$ cat src/rtl/sprescale_pkg.sv
// Constants shared by the subclock interval prescaler and its counter
package sprescale_pkg;
  // Counter geometry
  localparam int                CNT_W       = 17;
  localparam logic [CNT_W-1:0]  CNT_ZERO    = 17'h00000;
  localparam logic [CNT_W-1:0]  CNT_ONE     = 17'h00001;
  // Register byte addresses
  localparam int                ADDR_W      = 8;
  localparam logic [7:0]        ADDR_CTRL   = 8'h00;
  localparam logic [7:0]        ADDR_STATUS = 8'h04;
  localparam logic [7:0]        ADDR_MASK   = 8'h08;
  localparam logic [7:0]        ADDR_COUNT  = 8'h0c;
  // Control register field positions
  localparam int                FLAG_BIT    = 7;
  localparam int                EN_BIT      = 6;
  localparam int                SEL_HI      = 3;
  localparam int                SEL_LO      = 1;
  localparam int                CLR_BIT     = 0;
  // Control register reset values
  localparam logic              EN_RST      = 1'b0;
  localparam logic [2:0]        SEL_RST     = 3'h0;
  // Counter bits whose falls mark 2^10, 2^13 .. 2^17 subclock periods
  localparam int                TAP_10      = 9;
  localparam int                TAP_13      = 12;
  localparam int                TAP_14      = 13;
  localparam int                TAP_15      = 14;
  localparam int                TAP_16      = 15;
  localparam int                TAP_17      = 16;
  // Watchdog count clock and stabilization wait taps
  localparam int                DOG_TAP     = TAP_14;
  localparam int                STAB_TAP    = TAP_15;
  // Event status bits
  localparam int                EVT_W       = 2;
  localparam int                EVT_TICK    = 0;
  localparam int                EVT_STAB    = 1;
  localparam logic [EVT_W-1:0]  EVT_RST     = 2'h0;
  // Interval select codes
  typedef enum logic [2:0] {
    SEL_P10 = 3'h0,
    SEL_P13 = 3'h1,
    SEL_P14 = 3'h2,
    SEL_P15 = 3'h3,
    SEL_P16 = 3'h4,
    SEL_P17 = 3'h5
  } tap_sel_t;
  // Oscillation wait sequencer states
  typedef enum logic [1:0] {
    ST_RUN      = 2'b00,
    ST_STAB     = 2'b01,
    ST_DOG_HOLD = 2'b10
  } wait_state_t;
endpackage : sprescale_pkg

$ cat src/rtl/subclock_interval_prescaler.sv
// Subclock interval prescaler: counter, tap select, flag, APB registers
//
// Decided for this implementation: the register offsets and the APB slave port.
`timescale 1ns/1ps

module subclock_interval_prescaler (
  input  wire logic         sys_clk,
  input  wire logic         srst,
  // APB slave
  input  wire logic         psel,
  input  wire logic         penable,
  input  wire logic         pwrite,
  input  wire logic [7:0]   paddr,
  input  wire logic [31:0]  pwdata,
  output logic [31:0]       prdata,
  output logic              pready,
  output logic              pslverr,
  // Subclock and system mode inputs
  input  wire logic         sub_osc_tick,
  input  wire logic         main_stop_mode,
  input  wire logic         deep_halt_request,
  input  wire logic         sub_clock_mode,
  input  wire logic         dog_reset_req,
  input  wire logic         dog_clk_sel,
  // Outputs
  output logic              tick_vector_line,
  output logic              irq,
  output logic              dog_count_clk,
  output logic              dog_counter_clear,
  output logic              osc_wait_active,
  output logic              cpu_reset_out,
  output logic              main_mode_restart
);

  // Bus decode
  logic                          setup_ph;     // Setup cycle
  logic                          wr_acc;       // Write access edge
  logic                          rd_acc;       // Read access edge
  logic                          mapped;       // Address hits a register
  logic                          wr_ctrl;      // Control write
  logic                          wr_mask;      // Mask write
  logic                          rd_status;    // Status read edge
  // Control state
  logic                          flag_q;       // Interval flag
  logic                          en_q;         // Interrupt enable
  logic [2:0]                    sel_q;        // Interval select
  logic                          flag_set;     // Qualified tap fall
  // Counter
  logic [sprescale_pkg::CNT_W-1:0] count_q;
  logic [sprescale_pkg::CNT_W-1:0] bit_fall;
  logic                          tap_fall;     // Selected tap falls
  logic                          sw_clear;     // Software clear
  logic                          halt_prev_q;  // Last halt request
  logic                          halt_rise;    // Sub-stop entry
  logic                          dog_sub_rst;  // Dog reset in sub mode
  logic                          clear_any;    // Any counter clear
  // Wait sequencer
  sprescale_pkg::wait_state_t    state_q;
  sprescale_pkg::wait_state_t    state_d;
  logic                          stab_fall;
  // Events
  logic [sprescale_pkg::EVT_W-1:0] status_q;
  logic [sprescale_pkg::EVT_W-1:0] mask_q;
  logic [sprescale_pkg::EVT_W-1:0] evt_set;
  logic [sprescale_pkg::EVT_W-1:0] rd_taken_q;  // Bits shown on read
  logic [31:0]                   rdata_d;
  logic [31:0]                   prdata_q;

  // Access decode; zero wait states so pready stays high
  assign setup_ph  = psel && !penable;
  assign wr_acc    = psel && penable && pwrite;
  assign rd_acc    = psel && penable && !pwrite;
  assign mapped    = (paddr == sprescale_pkg::ADDR_CTRL)
                  || (paddr == sprescale_pkg::ADDR_STATUS)
                  || (paddr == sprescale_pkg::ADDR_MASK)
                  || (paddr == sprescale_pkg::ADDR_COUNT);
  assign wr_ctrl   = wr_acc && (paddr == sprescale_pkg::ADDR_CTRL);
  assign wr_mask   = wr_acc && (paddr == sprescale_pkg::ADDR_MASK);
  assign rd_status = rd_acc && (paddr == sprescale_pkg::ADDR_STATUS);
  assign pready    = 1'b1;
  assign pslverr   = psel && penable && !mapped;
  assign prdata    = prdata_q;

  // Software clear is a control write with the clear bit at zero
  assign sw_clear  = wr_ctrl && !pwdata[sprescale_pkg::CLR_BIT];
  assign halt_rise = deep_halt_request && !halt_prev_q;
  assign dog_sub_rst = dog_reset_req && sub_clock_mode;
  assign clear_any = sw_clear || halt_rise || dog_sub_rst;

  // Counter core
  subclock_counter #(
    .W        (sprescale_pkg::CNT_W)
  ) u_counter (
    .sys_clk  (sys_clk),
    .srst     (srst),
    .tick     (sub_osc_tick),
    .clear    (clear_any),
    .count_q  (count_q),
    .bit_fall (bit_fall)
  );

  // Tap selector; unused codes fall back to the longest tap
  always_comb
  begin
    case (sel_q)
      sprescale_pkg::SEL_P10: tap_fall = bit_fall[sprescale_pkg::TAP_10];
      sprescale_pkg::SEL_P13: tap_fall = bit_fall[sprescale_pkg::TAP_13];
      sprescale_pkg::SEL_P14: tap_fall = bit_fall[sprescale_pkg::TAP_14];
      sprescale_pkg::SEL_P15: tap_fall = bit_fall[sprescale_pkg::TAP_15];
      sprescale_pkg::SEL_P16: tap_fall = bit_fall[sprescale_pkg::TAP_16];
      default:                tap_fall = bit_fall[sprescale_pkg::TAP_17];
    endcase
  end

  // Flag sets on tap falls except in main stop mode
  assign flag_set = tap_fall && !main_stop_mode;

  // Interval flag: hardware set wins over a software clear
  always_ff @(posedge sys_clk)
  begin
    if (srst)
    begin
      flag_q <= 1'b0;
    end
    else if (flag_set)
    begin
      flag_q <= 1'b1;
    end
    else if (wr_ctrl && !pwdata[sprescale_pkg::FLAG_BIT])
    begin
      flag_q <= 1'b0;
    end
  end

  // Enable and interval select, written with the control word
  always_ff @(posedge sys_clk)
  begin
    if (srst)
    begin
      en_q  <= sprescale_pkg::EN_RST;
      sel_q <= sprescale_pkg::SEL_RST;
    end
    else if (wr_ctrl)
    begin
      en_q  <= pwdata[sprescale_pkg::EN_BIT];
      sel_q <= pwdata[sprescale_pkg::SEL_HI:sprescale_pkg::SEL_LO];
    end
  end

  // Processor request is a plain AND, so a late enable fires at once
  assign tick_vector_line = flag_q && en_q;

  // Remember the halt request to find its rising edge
  always_ff @(posedge sys_clk)
  begin
    if (srst)
    begin
      halt_prev_q <= 1'b0;
    end
    else
    begin
      halt_prev_q <= deep_halt_request;
    end
  end

  // Watchdog hooks; the tap is a counter flop, so it is glitch free
  assign dog_count_clk     = count_q[sprescale_pkg::DOG_TAP];
  assign dog_counter_clear = clear_any && dog_clk_sel;

  // Oscillation wait: from any clear to the wait tap's first fall
  assign stab_fall = bit_fall[sprescale_pkg::STAB_TAP];

  always_comb
  begin
    case (state_q)
      sprescale_pkg::ST_RUN:
      begin
        if (dog_sub_rst)
          state_d = sprescale_pkg::ST_DOG_HOLD;
        else if (clear_any)
          state_d = sprescale_pkg::ST_STAB;
        else
          state_d = sprescale_pkg::ST_RUN;
      end
      sprescale_pkg::ST_STAB:
      begin
        if (dog_sub_rst)
          state_d = sprescale_pkg::ST_DOG_HOLD;
        else if (clear_any)
          state_d = sprescale_pkg::ST_STAB;     // Wait restarts
        else if (stab_fall)
          state_d = sprescale_pkg::ST_RUN;
        else
          state_d = sprescale_pkg::ST_STAB;
      end
      sprescale_pkg::ST_DOG_HOLD:
      begin
        // Reset stays out until the oscillator has settled
        if (clear_any || !stab_fall)
          state_d = sprescale_pkg::ST_DOG_HOLD;
        else
          state_d = sprescale_pkg::ST_RUN;
      end
      default: state_d = sprescale_pkg::ST_STAB;
    endcase
  end

  // Power-on also starts a wait, since the counter was just cleared
  always_ff @(posedge sys_clk)
  begin
    if (srst)
    begin
      state_q <= sprescale_pkg::ST_STAB;
    end
    else
    begin
      state_q <= state_d;
    end
  end

  assign osc_wait_active = (state_q != sprescale_pkg::ST_RUN);
  assign cpu_reset_out   = (state_q == sprescale_pkg::ST_DOG_HOLD);

  // One-cycle pulse: restart in main clock mode after the hold
  always_ff @(posedge sys_clk)
  begin
    if (srst)
    begin
      main_mode_restart <= 1'b0;
    end
    else
    begin
      main_mode_restart <= (state_q == sprescale_pkg::ST_DOG_HOLD)
                        && (state_d == sprescale_pkg::ST_RUN);
    end
  end

  // Events: tick flag sets and wait completion
  assign evt_set[sprescale_pkg::EVT_TICK] = flag_set;
  assign evt_set[sprescale_pkg::EVT_STAB] =
    (state_q != sprescale_pkg::ST_RUN) && (state_d == sprescale_pkg::ST_RUN);

  // Sticky status; a read clears only bits it showed, so a new set wins
  always_ff @(posedge sys_clk)
  begin
    if (srst)
    begin
      status_q <= sprescale_pkg::EVT_RST;
    end
    else
    begin
      status_q <= (status_q & ~(rd_status ? rd_taken_q : '0)) | evt_set;
    end
  end

  // Interrupt mask
  always_ff @(posedge sys_clk)
  begin
    if (srst)
    begin
      mask_q <= sprescale_pkg::EVT_RST;
    end
    else if (wr_mask)
    begin
      mask_q <= pwdata[sprescale_pkg::EVT_W-1:0];
    end
  end

  assign irq = |(status_q & mask_q);

  // Read mux; reserved bits read zero, clear bit always reads one
  always_comb
  begin
    rdata_d = 32'h0;
    case (paddr)
      sprescale_pkg::ADDR_CTRL:
      begin
        rdata_d[sprescale_pkg::FLAG_BIT] = flag_q;
        rdata_d[sprescale_pkg::EN_BIT]   = en_q;
        rdata_d[sprescale_pkg::SEL_HI:sprescale_pkg::SEL_LO] = sel_q;
        rdata_d[sprescale_pkg::CLR_BIT]  = 1'b1;
      end
      sprescale_pkg::ADDR_STATUS:
        rdata_d[sprescale_pkg::EVT_W-1:0] = status_q;
      sprescale_pkg::ADDR_MASK:
        rdata_d[sprescale_pkg::EVT_W-1:0] = mask_q;
      sprescale_pkg::ADDR_COUNT:
        rdata_d[sprescale_pkg::CNT_W-1:0] = count_q;
      default: rdata_d = 32'h0;
    endcase
  end

  // Read data is captured in the setup cycle and held for the access
  always_ff @(posedge sys_clk)
  begin
    if (srst)
    begin
      prdata_q   <= 32'h0;
      rd_taken_q <= sprescale_pkg::EVT_RST;
    end
    else if (setup_ph && !pwrite)
    begin
      prdata_q   <= rdata_d;
      rd_taken_q <= (paddr == sprescale_pkg::ADDR_STATUS)
                  ? status_q : sprescale_pkg::EVT_RST;
    end
  end

  // Checks
  a_flag_sets: assert property (@(posedge sys_clk) disable iff (srst)
    (tap_fall && !main_stop_mode) |=> flag_q)
    else $error("tap fall did not set flag");
  a_enable_irq: assert property (@(posedge sys_clk) disable iff (srst)
    ($rose(en_q) && flag_q) |-> tick_vector_line)
    else $error("late enable gave no request");
  a_flag_keep_one: assert property (@(posedge sys_clk) disable iff (srst)
    (wr_ctrl && pwdata[7] && !flag_set) |=> (flag_q == $past(flag_q)))
    else $error("writing one changed flag");
  a_sw_clear: assert property (@(posedge sys_clk) disable iff (srst)
    sw_clear |=> (count_q == sprescale_pkg::CNT_ZERO))
    else $error("software clear left counter nonzero");
  a_clear_no_flag: assert property (@(posedge sys_clk) disable iff (srst)
    (sw_clear && !flag_q) |=> !flag_q)
    else $error("flag set during clear");
  a_stop_holds: assert property (@(posedge sys_clk) disable iff (srst)
    (main_stop_mode && !flag_q && !(wr_ctrl && pwdata[7])) |=> !flag_q)
    else $error("flag set in main stop");
  a_halt_clear: assert property (@(posedge sys_clk) disable iff (srst)
    halt_rise |=> (count_q == sprescale_pkg::CNT_ZERO))
    else $error("sub-stop entry did not clear");
  a_wait_ends: assert property (@(posedge sys_clk) disable iff (srst)
    (state_q == sprescale_pkg::ST_STAB && stab_fall && !clear_any)
      |=> !osc_wait_active)
    else $error("wait did not end at tap fall");
  a_sel_long: assert property (@(posedge sys_clk) disable iff (srst)
    (sel_q[2] && sel_q[1]) |-> (tap_fall == bit_fall[16]))
    else $error("spare code not on longest tap");
  a_dog_clear: assert property (@(posedge sys_clk) disable iff (srst)
    dog_counter_clear |=> (count_q == sprescale_pkg::CNT_ZERO))
    else $error("dog clear without counter clear");
  a_dog_hold: assert property (@(posedge sys_clk) disable iff (srst)
    dog_sub_rst |=> (cpu_reset_out [*2]))
    else $error("reset not held after dog reset");

endmodule : subclock_interval_prescaler

$ cat src/rtl/subclock_counter.sv
// Free-running subclock up-counter with per-bit falling-edge strobes
`timescale 1ns/1ps
module subclock_counter #(
  parameter int W = sprescale_pkg::CNT_W
) (
  input  wire logic         sys_clk,
  input  wire logic         srst,
  input  wire logic         tick,      // One subclock period elapsed
  input  wire logic         clear,     // Restart from zero
  output logic [W-1:0]      count_q,   // Counter value
  output logic [W-1:0]      bit_fall   // Bit i falls at this edge
);

  // Refuse widths the tap set cannot live in
  if (W < sprescale_pkg::CNT_W)
  begin : g_width_check
    $error("subclock_counter: width below tap range");
  end

  // Count on every tick; any clear wins over the tick
  always_ff @(posedge sys_clk)
  begin
    if (srst || clear)
    begin
      count_q <= '0;
    end
    else if (tick)
    begin
      count_q <= count_q + W'(1);
    end
  end

  // A bit falls when it and all bits below are ones at a tick.
  // A clear in the same cycle swallows the fall.
  for (genvar i = 0; i < W; i++)
  begin : g_fall
    assign bit_fall[i] = tick && !clear && (&count_q[i:0]);
  end

  // Counter advances by one per tick, wrapping to zero
  a_count_adv: assert property (@(posedge sys_clk) disable iff (srst)
    (tick && !clear) |=> (count_q == W'($past(count_q) + W'(1))))
    else $error("counter did not advance by one");

endmodule : subclock_counter

$ cat config.mk
export PLATFORM = sky130hd
export DESIGN_NAME = subclock_interval_prescaler
export DESIGN_NICKNAME = d
export VERILOG_FILES = /design/src/rtl/sprescale_pkg.sv /design/src/rtl/subclock_interval_prescaler.sv /design/src/rtl/subclock_counter.sv
export SDC_FILE = /design/constraint.sdc
export NUM_CORES = 1
export LEC_CHECK = 0
export BUFFER_PORTS_ARGS = -buffer_cell sky130_fd_sc_hd__buf_4
export CORE_MARGIN = 2
export CORE_UTILIZATION = 44
export CTS_CLUSTER_DIAMETER = 80
export DETAILED_ROUTE_END_ITERATION = 6
export GPL_TIMING_DRIVEN = 0
export PLACE_DENSITY = 0.72
export SYNTH_ARGS = -nofsm -noshare
export SYNTH_HDL_FRONTEND = slang
export SYNTH_SLANG_ARGS = --single-unit
$ cat constraint.sdc
create_clock -name sys_clk -period 1.9 [get_ports sys_clk]
set_input_delay 0.38 -clock sys_clk [delete_from_list [all_inputs] [get_ports sys_clk]]
set_output_delay 0.38 -clock sys_clk [all_outputs]
set_load 0.02 [all_outputs]
# After elaboration in Yosys (flattened, before gate mapping)

Cells that the tools add are included.
W data, S select, Z words.

$add $sub $neg: 1
Multiply operators: 0
Div/mod/pow operators: 0
Order comparisons: 0
Equal/unequal tests: 9
Shift operators: 0
Multiplexer cells: 17
Bitwise operators: 4
Reductions and logical operators: 54

Operator list:

| operator                | count |
|---|---|
| $logic_and A1 B1 Y1     | 25 |
| $add A17 B1 Y17 const B | 1 |
| $reduce_and A17 Y1      | 1 |
| $eq A8 B4 Y1 const B    | 2 |
| $reduce_and A16 Y1      | 1 |
| $reduce_and A15 Y1      | 1 |
| $reduce_and A14 Y1      | 1 |
| $reduce_and A13 Y1      | 1 |
| $mux W2                 | 6 |
| $reduce_and A10 Y1      | 1 |
| $logic_not A1 Y1        | 9 |
| $mux W9                 | 1 |
| $eq A8 B3 Y1 const B    | 1 |
| $logic_not A8 Y1        | 1 |
| $pmux W2 S2             | 2 |
| $pmux W2 S4             | 1 |
| $logic_or A1 B1 Y1      | 7 |
| $eq A3 B2 Y1 const B    | 2 |
| $pmux W2 S3             | 1 |
| $mux W1                 | 5 |
| $pmux W1 S5             | 1 |
| $and A2 B2 Y2           | 2 |
| $logic_not A2 Y1        | 2 |
| $reduce_bool A2 Y1      | 2 |
| 8 further kinds         | 8 |

Flip-flop bits (word level): 49
Latch bits: 0
Bits in writable memories: 0
Memory bits (read-only): 0
Bits of input ports: 51
Word-level logic and storage cells: 96
Memories kept: 0

# Logic depth before layout (Yosys ltp)

Gate-level depths: netlist (run 1).

Depth after elaboration: 16
Mapped depth: 10
Mapped depth without buffers: 10

# Hierarchy

Synthesis (run 1) repeated with hierarchy kept, for this count alone.

Cells, all modules: 293
Area total of the unflattened synthesis: 2561.2 sq um

By module, submodules not included:

| module                      | times used | cells each | area each (sq um) |
|---|---|---|---|
| subclock_interval_prescaler | 1          | 179        | 1596.5 |
| subclock_counter            | 1          | 114        | 964.7 |

# Worst setup path after synthesis (run 1)

OpenSTA, ideal clock, no wires.

Path type: register to register
Start point: register u_counter.count_q[0]
End point: register status_q[0] (netlist bit)
Library setup time: 0.116 ns
Arrival: 1.845 ns
Required time: 1.784 ns
Setup slack: -0.061 ns
Stages on the path, launching flop included: 11
Buffers on the path: 0
Cells stage by stage: dfxtp_1 > ha_1 > nand3_1 > nor2_1 > and3_1 > ha_1 > nand2b_1 > o221a_2 > a31oi_1 > a2111oi_4 > a31o_1

Word-level cells in the longest chain between the ends: 5
Elaborated cells between the ends (all ways): 15
Classes of those cells: 1 x mux; 1 x bitwise; 13 x reduce/logical

Ends and longest elaborated chain:

| item                                             | RTL line                           | source |
|---|---|---|
| start: declaration                               | subclock_counter.sv:10             | `output logic [W-1:0] count_q,` |
| start signal: assignment                         | subclock_counter.sv:29             | `count_q <= count_q + W'(1);` |
| $reduce_and A17 Y1, or another cell as far along | subclock_counter.sv:37             | `assign bit_fall[i] = tick && !clear && (&count_q[i:0]);` |
| $logic_and A1 B1 Y1                              | subclock_counter.sv:37             |  |
| $pmux W1 S5 (*)                                  | subclock_interval_prescaler.sv:105 | `case (sel_q)` |
| $logic_and A1 B1 Y1 (*)                          | subclock_interval_prescaler.sv:116 | `assign flag_set = tap_fall && !main_stop_mode;` |
| $or A2 B2 Y2 (*)                                 | subclock_interval_prescaler.sv:252 | `status_q <= (status_q & ~(rd_status ? rd_taken_q : '0)) \| evt_set;` |
| end signal: assignment                           | subclock_interval_prescaler.sv:248 | `status_q <= sprescale_pkg::EVT_RST;` |
| end signal: assignment                           | subclock_interval_prescaler.sv:252 |  |
| end: declaration                                 | subclock_interval_prescaler.sv:62  | `logic [sprescale_pkg::EVT_W-1:0] status_q;` |

Every way passes the cells marked *; elsewhere a longest branch is shown, timed or not.
A chain may end at the register's enable or synchronous reset.

# Worst setup path after layout (run 1)

Start point: register u_counter.count_q[1]
End point: register status_q[0] (netlist bit)

The elaborated chain is that of the path after synthesis.

==> metrics.md, run 1 <==
| Metric | Value |
|---|---|
| Final Net Count | `400` |
| Crit-path cells | `ha_4 > nand3_4 > nor2_1 > and3_1 > ha_2 > nand2b_4 > o221a_4 > a31oi_4 > a2111oi_4 > a31o_1` |
| Placed Cells | `402` |
| Hold WS | `around 320 ps` |
| GP Congestion | `about 0.84` |
| Combinational share of power | `between 10% and 20%` |
| Num ports | `92` |
| Reg clk slew, reported paths | `approximately 80 ps` |
| Delay-heaviest family, CP | `compound AO/OA/AOI/OAI gates` |
| Worst VDD drop | `0.2688 mV` |
| Worst Hold Class | `in -> reg` |
| Top post-synthesis cells by area | `dfxtp_1, nor2_1, buf_4, a22oi_1, mux2i_1` |
| Synth top cells by count | `nor2_1, dfxtp_1, buf_4, a22oi_1, nand2_1` |
| Site row count | `26` |
| Top cell type's share of synthesized area | `between 40% and 50%` |
| Mapped Cells | `270` |
| Total wire length | `5.767 mm` |
| Core area | `5107 µm²` |
| Ys Warns | `0` |
| Area growth, synth to finish | `34.58%` |
| Critical Path End Type | `register` |
| Unrepaired setup endpoints after global routing | `yes` |
| Num CTS Buffers | `5` |
| Die W | `just under 80 µm` |
| Max_cap viols | `0` |
| Asr flop ratio synth | `0%` |
| CTS Root Cell | `clkbuf_8` |
| Peak Freq | `roughly 0.53 GHz` |
| CP startpoint kind | `register` |
| Final cycle utilization of the critical path | `98.76%` |
| Vias per cell | `between 5 and 6` |
| Setup WS pre-CTS | `-511.1 ps` |
| Crit path buf inv count | `0` |
| Flops & latches, synth | `slightly below 50` |
| P_leak | `between 1 and 1.5 nW` |
| ANT nets after route | `0` |
| Pin count of the biggest net entering global routing | `15` |
| CTS Sinks | `a little under 50` |
| Antenna fix cells | `0` |
| Filler instances | `roughly 460` |
| Rel. slew slack | `between 60 and 70%` |
| CTS Hold Buffers Added | `0` |
| Sequential element share of the synthesized area | `between 40% and 50%` |
| Skew final | `4.406 ps` |
| Clk buf depth | `2` |
| Syn_area_per_cell | `8.643 µm²` |
| Top FF cell, synth | `dfxtp_1` |
| Area of the mapped netlist | `roughly 2300 µm²` |
| Layout Utilization | `61.49%` |
| Post-layout minimum cycle time | `approximately 1900 ps` |
| Clock power share | `about a third` |
| Worst-Margin Slew | `between 500 and 600 ps` |
| Setup WS post-layout | `around 23 ps` |
| Vias | `about 2100` |
| CP required | `2100 ps` |
| Critical-path maximum fanout | `4` |
| Clk_lat worst skew | `around 300 ps` |
| Gr usage total | `around a fifth` |
| CP Class | `reg -> reg` |
| # DRC | `0` |
| First-iteration detailed-routing DRC count | `155` |
| Max Slew Vio Count | `0` |
| P per Cell Area | `about 600 nW/µm²` |
| HPWL Detailed | `4.169 mm` |
| Detail-routed net length per standard cell | `roughly 14 µm` |
| CP max stage delay | `~370 ps` |
| # H-tree levels | `2` |
| Die Area | `slightly below 6000 µm²` |
| Seq pwr share | `around 55%` |
| Final hold viol count | `0` |
| Most numerous cell in the Yosys netlist | `nor2_1` |
| Status | `finished, final reports clean` |
| First-pass GRT wire length | `a little over 9 mm` |
| Layout cells sized above 1 | `between 30% and 40%` |
| EDFF count, synth | `0` |
| Detailed Routing Iterations Pass 1 | `4` |
| GRT overflow | `0` |
| Cell Count, Final, Fillers Out | `around 420` |
| Sw Ratio | `23.68%` |
| Netlist cell types | `49` |
| CP Data Arrival Time | `slightly above 2000 ps` |
| Chip height | `~77 µm` |
| Final setup violation count | `0` |
| Sw Pwr | `roughly 0.45 mW` |
| Port Buffers | `48` |
| Initial antenna violation count | `0` |
| Number of global-route vias before repair | `approximately 1900` |
| CTS tree | `yes` |
| CP max-delay cell | `dfxtp_4` |
| Fin Setup TNS | `0 ps` |
| Initial Utilization | `45.69%` |
| Cell-internal power | `between 1 and 1.5 mW` |
| Cell taking the most area after synthesis | `dfxtp_1` |
==> layout by cell type (no fill, tap or decap), types with 7 or more instances in the layout <==
cell type,count
nand2_1,14
dfxtp_1,34
mux2i_1,9
a22oi_1,15
nand3_1,9
a21oi_1,10
conb_1,16
dfxtp_2,9
xnor2_1,7
clkbuf_8,7
xor2_1,8
clkbuf_1,9
buf_4,72
nor2_1,52
==> flip-flops by register name, summed over array words and instances (netlist names) <==
register           count
main_mode_restart      1
state_q                2
flag_q                 1
en_q                   1
prdata                17
sel_q                  3
mask_q                 2
rd_taken_q             2
halt_prev_q            1
status_q               2
u_counter.count_q     17
==> worst reg2reg max path, delay by kind of cell (launching register included) <==
kind            cells  cell delay [ps]
compound gates      4              650
fa+ha+maj           2              330
flops               1              370
simple gates        4              440
==> worst paths after layout <==
check	from	end	slack (ps)	depth (start not counted)
worst min register to register	prdata[1]$_SDFFE_PP0P_	prdata[1]$_SDFFE_PP0P_	460	2
worst min-delay path	pwdata[3]	sel_q[2]$_SDFFE_PP0N_	320	3
worst max register to register	u_counter.count_q[1]$_SDFFE_PP0P_	status_q[0]$_SDFF_PP0_	20	10
worst max-delay path	u_counter.count_q[1]$_SDFFE_PP0P_	status_q[0]$_SDFF_PP0_	20	10
==> cell families after synthesis <==
group | Yosys count | share of synthesized area, %
AOI/OAI and AO/OA | 44 | 14.53
buffers and inverters | 31 | 7.614
muxes | 10 | 4.826
and+or+nand+nor | 117 | 23.97
xor gates and xnor gates | 15 | 5.630
DFF | 49 | 42.04
other | 2 | 0.3218
adders and majority gates | 2 | 1.072
==> power groups by stage <==
stage / combinational [mW] / sequential [mW] / clock (mW)
after floorplan: 0.121 / 1.06 / 0
after global placement: 0.189 / 1.06 / 0
after detailed placement: 0.190 / 1.06 / 0
after CTS: 0.198 / 1.03 / 0.668
after global routing: 0.218 / 1.03 / 0.709
final: 0.202 / 1.03 / 0.659
==> routing by layer <==
layer,track usage (%),share of wire [%]
met3,3.882,7.1
met4,5.818,0.83
met1,25.77,44
met2,31.49,48
met5,0,0
==> layout make-up <==
| type | instances | area, µm² | share of cell area, % |
|---|---|---|---|
| clock inverter | 1 | 5.005 | 0.1594 |
| inverter | 4 | 15.01 | 0.4781 |
| sequential | 49 | 1015 | 32.31 |
| tap | 70 | 87.58 | 2.789 |
| timing repair buffer | 56 | 420.4 | 13.39 |
| multi-input combinational | 204 | 1338 | 42.59 |
| buffer | 27 | 163.9 | 5.219 |
| clock buffer | 7 | 96.34 | 3.068 |
==> repair_timing <==
item,CTS,global route
resized for setup,23,15
buffers inserted,3,5
pin swaps,4,5
endpoints found under the setup margin,18,16
==> metrics by stage <==
step                      cell area, µm²  total power [mW]
after floorplan                     2396             1.182
after global placement              2844             1.252
after detailed placement            2844             1.253
after CTS                           3050             1.901
after global routing                3141             1.960
final                               3141             1.892
(Power assumes the default switching activity.)
==> inputs of run 2 (changes only) <==
--- a/config.mk
+++ b/config.mk
@@ -7,11 +7,12 @@
 export LEC_CHECK = 0
 export BUFFER_PORTS_ARGS = -buffer_cell sky130_fd_sc_hd__buf_4
 export CORE_MARGIN = 2
-export CORE_UTILIZATION = 44
+export CORE_UTILIZATION = 45
 export CTS_CLUSTER_DIAMETER = 80
 export DETAILED_ROUTE_END_ITERATION = 6
 export GPL_TIMING_DRIVEN = 0
 export PLACE_DENSITY = 0.72
 export SYNTH_ARGS = -nofsm -noshare
 export SYNTH_HDL_FRONTEND = slang
+export SYNTH_HIERARCHICAL = 1
 export SYNTH_SLANG_ARGS = --single-unit
==> run 2 against run 1 <==
  * The flow now finishes with violations (setup timing)
  * Final cell count grew 5.5%
  * Die area is 4.8% higher
  * Synthesized cell count up 4.8%
  * Via count grew 7.0%
  * Global-route usage increased by 0.080 points
  * Sequential share of layout area is 2.3 points lower
  * Maximum frequency decreased by 11%
  * Sequential power hardly changed
  * Largest cell class unchanged
  * Power rose by 1.1%
  * Setup slack worse by 220 ps
  * Register-to-register slack got worse by 130 ps
==> metrics.md, run 2 <==
| Metric | Value |
|---|---|
| Status | `finished with violations` |
| Failing checks | `setup timing` |
| Gr usage total | `approximately a fifth` |
| CP Class | `in -> reg` |
| Crit path buf inv count | `1` |
| Layout Utilization | `61.49%` |
| HPWL Detailed | `roughly 4.3 mm` |
| Final setup violation count | `4` |
| Crit-path cells | `buf_6 > nor4_4 > nand4_4 > o21a_1 > nand2_2 > nor2b_2 > nand4_1 > nor2_1 > mux4_2 > nand2b_1 > a21o_1 > a21oi_1` |
| Die W | `slightly below 80 µm` |
| # DRC | `0` |
| CP Launch Point | `paddr[4]` |
| Commonest cells after routing, fill and taps aside | `buf_4, dfxtp_1, nor2_1` |
| Chip height | `between 70 and 80 µm` |
| Area growth, synth to finish | `33.32%` |
| Total wire length | `a little over 6 mm` |
| Num CTS Buffers | `5` |
| CTS Hold Buffers Added | `0` |
| Max_cap viols | `0` |
| Core area | `approximately 5400 µm²` |
| Worst Setup EP | `flag_q$_SDFFE_PP0P_` |
| Worst Hold Class | `in -> reg` |
| Num ports | `92` |
| Mapped Cells | `~280` |
| Initial antenna violation count | `0` |
| Die Area | `approximately 6200 µm²` |
| Design Area, Final | `approximately 3300 µm²` |
| CP required | `between 2000 and 2500 ps` |
| Initial Utilization | `46.12%` |
| Critical-path maximum fanout | `4` |
| Final hold viol count | `0` |
| CTS Sinks | `49` |
| Total Power | `1.913 mW` |
| Antenna fix cells | `0` |
| Vias | `2296` |
| CP max-delay cell | `mux4_2` |
| P_leak | `between 1 and 1.5 nW` |
| Site row count | `27` |
| Multi-input logic area | `around 1400 µm²` |
| Register Area | `between 1000 and 1500 µm²` |
| Delay-heaviest family, CP | `simple AND/OR/NAND/NOR gates` |
| Placed Area | `approximately 3000 µm²` |
| Clk buf depth | `2` |
| Layout cells sized above 1 | `between 30% and 40%` |
| Detailed Routing Iterations Pass 1 | `4` |
| Final cycle utilization of the critical path | `110.4%` |
| Rel. slew slack | `approximately 60%` |
| Cell Count, Final, Fillers Out | `441` |
| Pin count of the biggest net entering global routing | `16` |
| ANT nets after route | `0` |
| CTS Root Cell | `clkbuf_8` |
| Worst R2R Path Depth | `10` |
| Setup WS post-layout | `-196.9 ps` |
| R2r startpoint | `u_counter/count_q[7]$_SDFFE_PP0P_` |
| # H-tree levels | `2` |
| Most common cell after layout, fill and taps aside | `buf_4` |
| Unrepaired setup endpoints after global routing | `yes` |
| Clk_lat worst skew | `310 ps` |
| Worst-Margin Slew | `592.3 ps` |
| Max Slew Vio Count | `0` |
| CP startpoint kind | `input port` |
| Port Buffers | `47` |
| Reg clk slew, reported paths | `100 ps` |
| Critical Path End Type | `register` |
| Number of global-route vias before repair | `between 2000 and 2500` |
| CP Data Arrival Time | `2280 ps` |
| Setup WS pre-CTS | `-839.6 ps` |
| Final Net Count | `424` |
| Ys Warns | `6` |
| Vias per cell | `5.206` |
| GP Congestion | `between 0.7 and 0.8` |
| CP max stage delay | `450 ps` |
| WP depth | `12` |
| Peak Freq | `about 0.48 GHz` |
| Worst VDD drop | `about 0.41 mV` |
| Skew final | `around 14 ps` |
| First-iteration detailed-routing DRC count | `142` |
| FF-to-FF End | `flag_q$_SDFFE_PP0P_` |
| Register-to-register setup slack | `-110 ps` |
| Post-layout minimum cycle time | `approximately 2100 ps` |
| GRT overflow | `0` |
| Area of the mapped netlist | `around 2500 µm²` |
| Placed Cells | `416` |
| First-pass GRT wire length | `about 9.4 mm` |
| Filler instances | `470` |
| Detail-routed net length per standard cell | `around 14 µm` |
| P per Cell Area | `571.9 nW/µm²` |
| CTS tree | `yes` |
| Syn_area_per_cell | `around 9 µm²` |
[run 2: stage by stage]
| stage | hold WS [ps] | TNS (ps) |
|---|---|---|
| detailed placement | 448.0 | -9571 |
| global placement | 439.1 | -9445 |
| global route | 288.3 | -1114 |
| floorplan | 432.1 | -1030 |
| CTS | 297.2 | -562.5 |
| finish | 298.0 | -600.7 |
[run 2: layout make-up]
type,count,share of cell area [%]
Tap cell,72,2.694
Buffer,27,5.836
Timing Repair Buffer,65,15.04
Clock inverter,2,0.4115
Sequential cell,49,29.97
Clock buffer,6,2.469
Inverter,8,0.8979
Multi-Input combinational cell,212,42.69
[run 2: power by group]
group	internal, mW	leakage, nW	total, mW	switching (mW)
combinational	0.109	0.957	0.236	0.128
clock	0.296	0.0512	0.646	0.350
sequential	1.03	0.400	1.03	0.00567
total	1.43	1.41	1.91	0.483
[run 2: how the worst min path moves through the flow]
stage	slack, ps	to	cells after the start	from
3_5_place_dp	450	prdata[1]$_SDFFE_PP0P_	2	prdata[1]$_SDFFE_PP0P_
3_3_place_gp	440	rd_taken_q[1]$_SDFFE_PP0P_	2	rd_taken_q[1]$_SDFFE_PP0P_
4_1_cts	300	halt_prev_q$_SDFF_PP0_	2	deep_halt_request
5_1_grt	290	halt_prev_q$_SDFF_PP0_	2	deep_halt_request
2_1_floorplan	430	rd_taken_q[1]$_SDFFE_PP0P_	2	rd_taken_q[1]$_SDFFE_PP0P_
6_report	300	halt_prev_q$_SDFF_PP0_	2	deep_halt_request
[run 2: repair_timing]
action / 4_1_cts / 5_1_grt
pin swaps: 8 / 12
buffers inserted: 9 / 9
setup endpoints to repair: 19 / 7
resized for setup: 15 / 16
[run 2: metal layers]
| metal | vias up | part of all wire [%] | GRT usage, % |
|---|---|---|---|
| li1 | 1137 | - | - |
| met2 | 76 | 50 | 30.26 |
| met5 | - | 0 | 0 |
| met4 | 0 | 1.2 | 8.596 |
| met1 | 1075 | 43 | 25.25 |
| met3 | 8 | 6.3 | 4.943 |
[run 2: worst reg2reg max path: cells and delay by family (launching register included)]
kind,cells,cell delay [ps]
simple gates,5,950
compound gates,4,490
flops,1,390
fa+ha+maj,1,140
==> inputs of run 3 (changes only) <==
--- a/config.mk
+++ b/config.mk
@@ -12,6 +12,7 @@
 export DETAILED_ROUTE_END_ITERATION = 6
 export GPL_TIMING_DRIVEN = 0
 export PLACE_DENSITY = 0.72
+export SKIP_CTS_REPAIR_TIMING = 1
 export SYNTH_ARGS = -nofsm -noshare
 export SYNTH_HDL_FRONTEND = slang
 export SYNTH_HIERARCHICAL = 1
==> run 3 against run 2 <==
  * The flow still finishes with violations (setup timing)
  * Clock-buffer cell count is the same
  * Cell area grew 0.52%
  * Global-route usage shrank 0.86 points
  * Sequential share of layout area shrank 0.19 points
  * First-iteration DRC count shrank 2.1%
  * Critical path type unchanged
  * Critical endpoint unchanged
  * Largest power group unchanged
  * Highest routed layer unchanged
==> metrics.md, run 3 (synthesized netlist as in run 2, its figures left out) <==
| Metric | Value |
|---|---|
| Final cycle utilization of the critical path | `113.4%` |
| Antenna fix cells | `0` |
| Design Area, Final | `about 3400 µm²` |
| P_leak | `around 1.4 nW` |
| Combinational share of power | `roughly an eighth` |
| # DRC | `0` |
| ANT nets after route | `0` |
| Max Slew Vio Count | `0` |
| Die Area | `between 6000 and 7000 µm²` |
| Cell Count, Final, Fillers Out | `around 440` |
| CP startpoint kind | `input port` |
| Clk buf depth | `2` |
| Layout cells sized above 1 | `a little over a third` |
| Sw Ratio | `25.32%` |
| Final Net Count | `426` |
| Vias per cell | `5.221` |
| CP Data Arrival Time | `around 2300 ps` |
| HPWL Detailed | `between 4 and 5 mm` |
| Total Power | `roughly 1.9 mW` |
| Num ports | `92` |
| Die W | `78.67 µm` |
| Worst R2R Path Depth | `10` |
| Unrepaired setup endpoints after global routing | `yes` |
| Max_cap viols | `0` |
| Final hold viol count | `0` |
| Final setup violation count | `3` |
| Vias | `2313` |
| CP Launch Point | `paddr[1]` |
| Worst VDD drop | `about 0.41 mV` |
| Num CTS Buffers | `5` |
| Post-layout minimum cycle time | `2156 ps` |
| CP Class | `in -> reg` |
| Fin Setup TNS | `-632.0 ps` |
| Initial antenna violation count | `0` |
| Port Buffers | `47` |
| Gr usage total | `between 15 and 20%` |
| Seq pwr share | `approximately 54%` |
| First-iteration detailed-routing DRC count | `about 140` |
| Detailed Routing Iterations Pass 1 | `4` |
| Peak Freq | `around 0.46 GHz` |
| GP Congestion | `roughly 0.8` |
| Cell-internal power | `1.425 mW` |
| Number of global-route vias before repair | `~1900` |
| Initial Utilization | `a little under half` |
| Setup WS post-layout | `-255.5 ps` |
| CTS Sinks | `slightly below 50` |
| CP required | `about 2100 ps` |
| Worst Hold Class | `in -> reg` |
| Reg clk slew, reported paths | `roughly 100 ps` |
| Chip height | `78.67 µm` |
| R2r startpoint | `u_counter/count_q[7]$_SDFFE_PP0P_` |
| Area growth, synth to finish | `34.01%` |
| Hold WS | `slightly below 300 ps` |
| Site row count | `27` |
| Commonest cells after routing, fill and taps aside | `buf_4, dfxtp_1, nor2_1` |
| Detail-routed net length per standard cell | `14.14 µm` |
| First-pass GRT wire length | `between 9 and 10 mm` |
| Rel. slew slack | `a little over three fifths` |
| CTS Root Cell | `clkbuf_8` |
| Most common cell after layout, fill and taps aside | `buf_4` |
| GRT overflow | `0` |
| Clk_lat worst skew | `around 310 ps` |
| P per Cell Area | `about 570 nW/µm²` |
| Total wire length | `6.264 mm` |
| CTS tree | `yes` |
| Hold path start | `deep_halt_request` |
| Pin count of the biggest net entering global routing | `16` |
| Critical Path End Type | `register` |
| Clock power share | `~34%` |
| Critical-path maximum fanout | `6` |
| Hold Path Stages | `2` |
| Placed Area | `approximately 3000 µm²` |
| Placed Cells | `approximately 420` |
| Sw Pwr | `0.4832 mW` |
| Status | `finished with violations` |
| Failing checks | `setup timing` |
| Core area | `5439 µm²` |
| Worst-Margin Slew | `about 560 ps` |
| # H-tree levels | `2` |
| Skew final | `~16 ps` |
==> run 3: cell types whose count changed in the layout (fill, tap and decap cells not counted), sizes merged <==
| cell | before | now |
|---|---|---|
| buf | 87 | 89 |
==> run 3: worst paths after layout <==
| path | to | slack, ps |
|---|---|---|
| worst max-delay path | flag_q$_SDFFE_PP0P_ | -260 |
| worst max register to register | flag_q$_SDFFE_PP0P_ | -210 |
| worst min register to register | prdata[0]$_SDFFE_PP0P_ | 460 |
| worst min-delay path | halt_prev_q$_SDFF_PP0_ | 300 |
==> run 3: power by group through the flow <==
stage	clock [mW]	sequential [mW]	combinational, mW
2_1_floorplan	0	1.06	0.134
3_3_place_gp	0	1.06	0.206
3_5_place_dp	0	1.06	0.207
4_1_cts	0.664	1.04	0.208
5_1_grt	0.716	1.03	0.247
6_report	0.647	1.03	0.231
==> run 3: layer usage <==
| metal | wire length (µm) | track usage [%] |
|---|---|---|
| met1 | 2776 | 24.51 |
| met2 | 2992 | 28.80 |
| met3 | 402 | 4.598 |
| met4 | 93 | 7.719 |
| met5 | 0 | 0 |
==> run 3: worst max-delay path: stages <==
cell      delay, ps
buf_6           100
nor4_4          250
buf_4           190
nand4_4         120
o21a_4          260
nand2_4          90
nor2b_4          50
nand4_1         110
nor2_1           60
mux4_2          450
nand2b_1         80
a21o_1          130
a21oi_1          60
==> run 3: cell type report <==
class,instances,area (µm²)
buffer,28,200.2
fill,475,2077
tap,72,90.09
clock buffer,6,82.58
sequential,49,1001
timing repair buffer,66,503.0
multi-input combinational,212,1441
inverter,8,30.03
clock inverter,2,13.76
==> run 3: per-stage QoR <==
stage	setup WS, ps	utilization [%]
CTS	-599.2	57.30
global route	-368.7	61.81
floorplan	-400.3	-
finish	-255.5	61.81
global placement	-823.5	55.53
detailed placement	-839.6	55.53
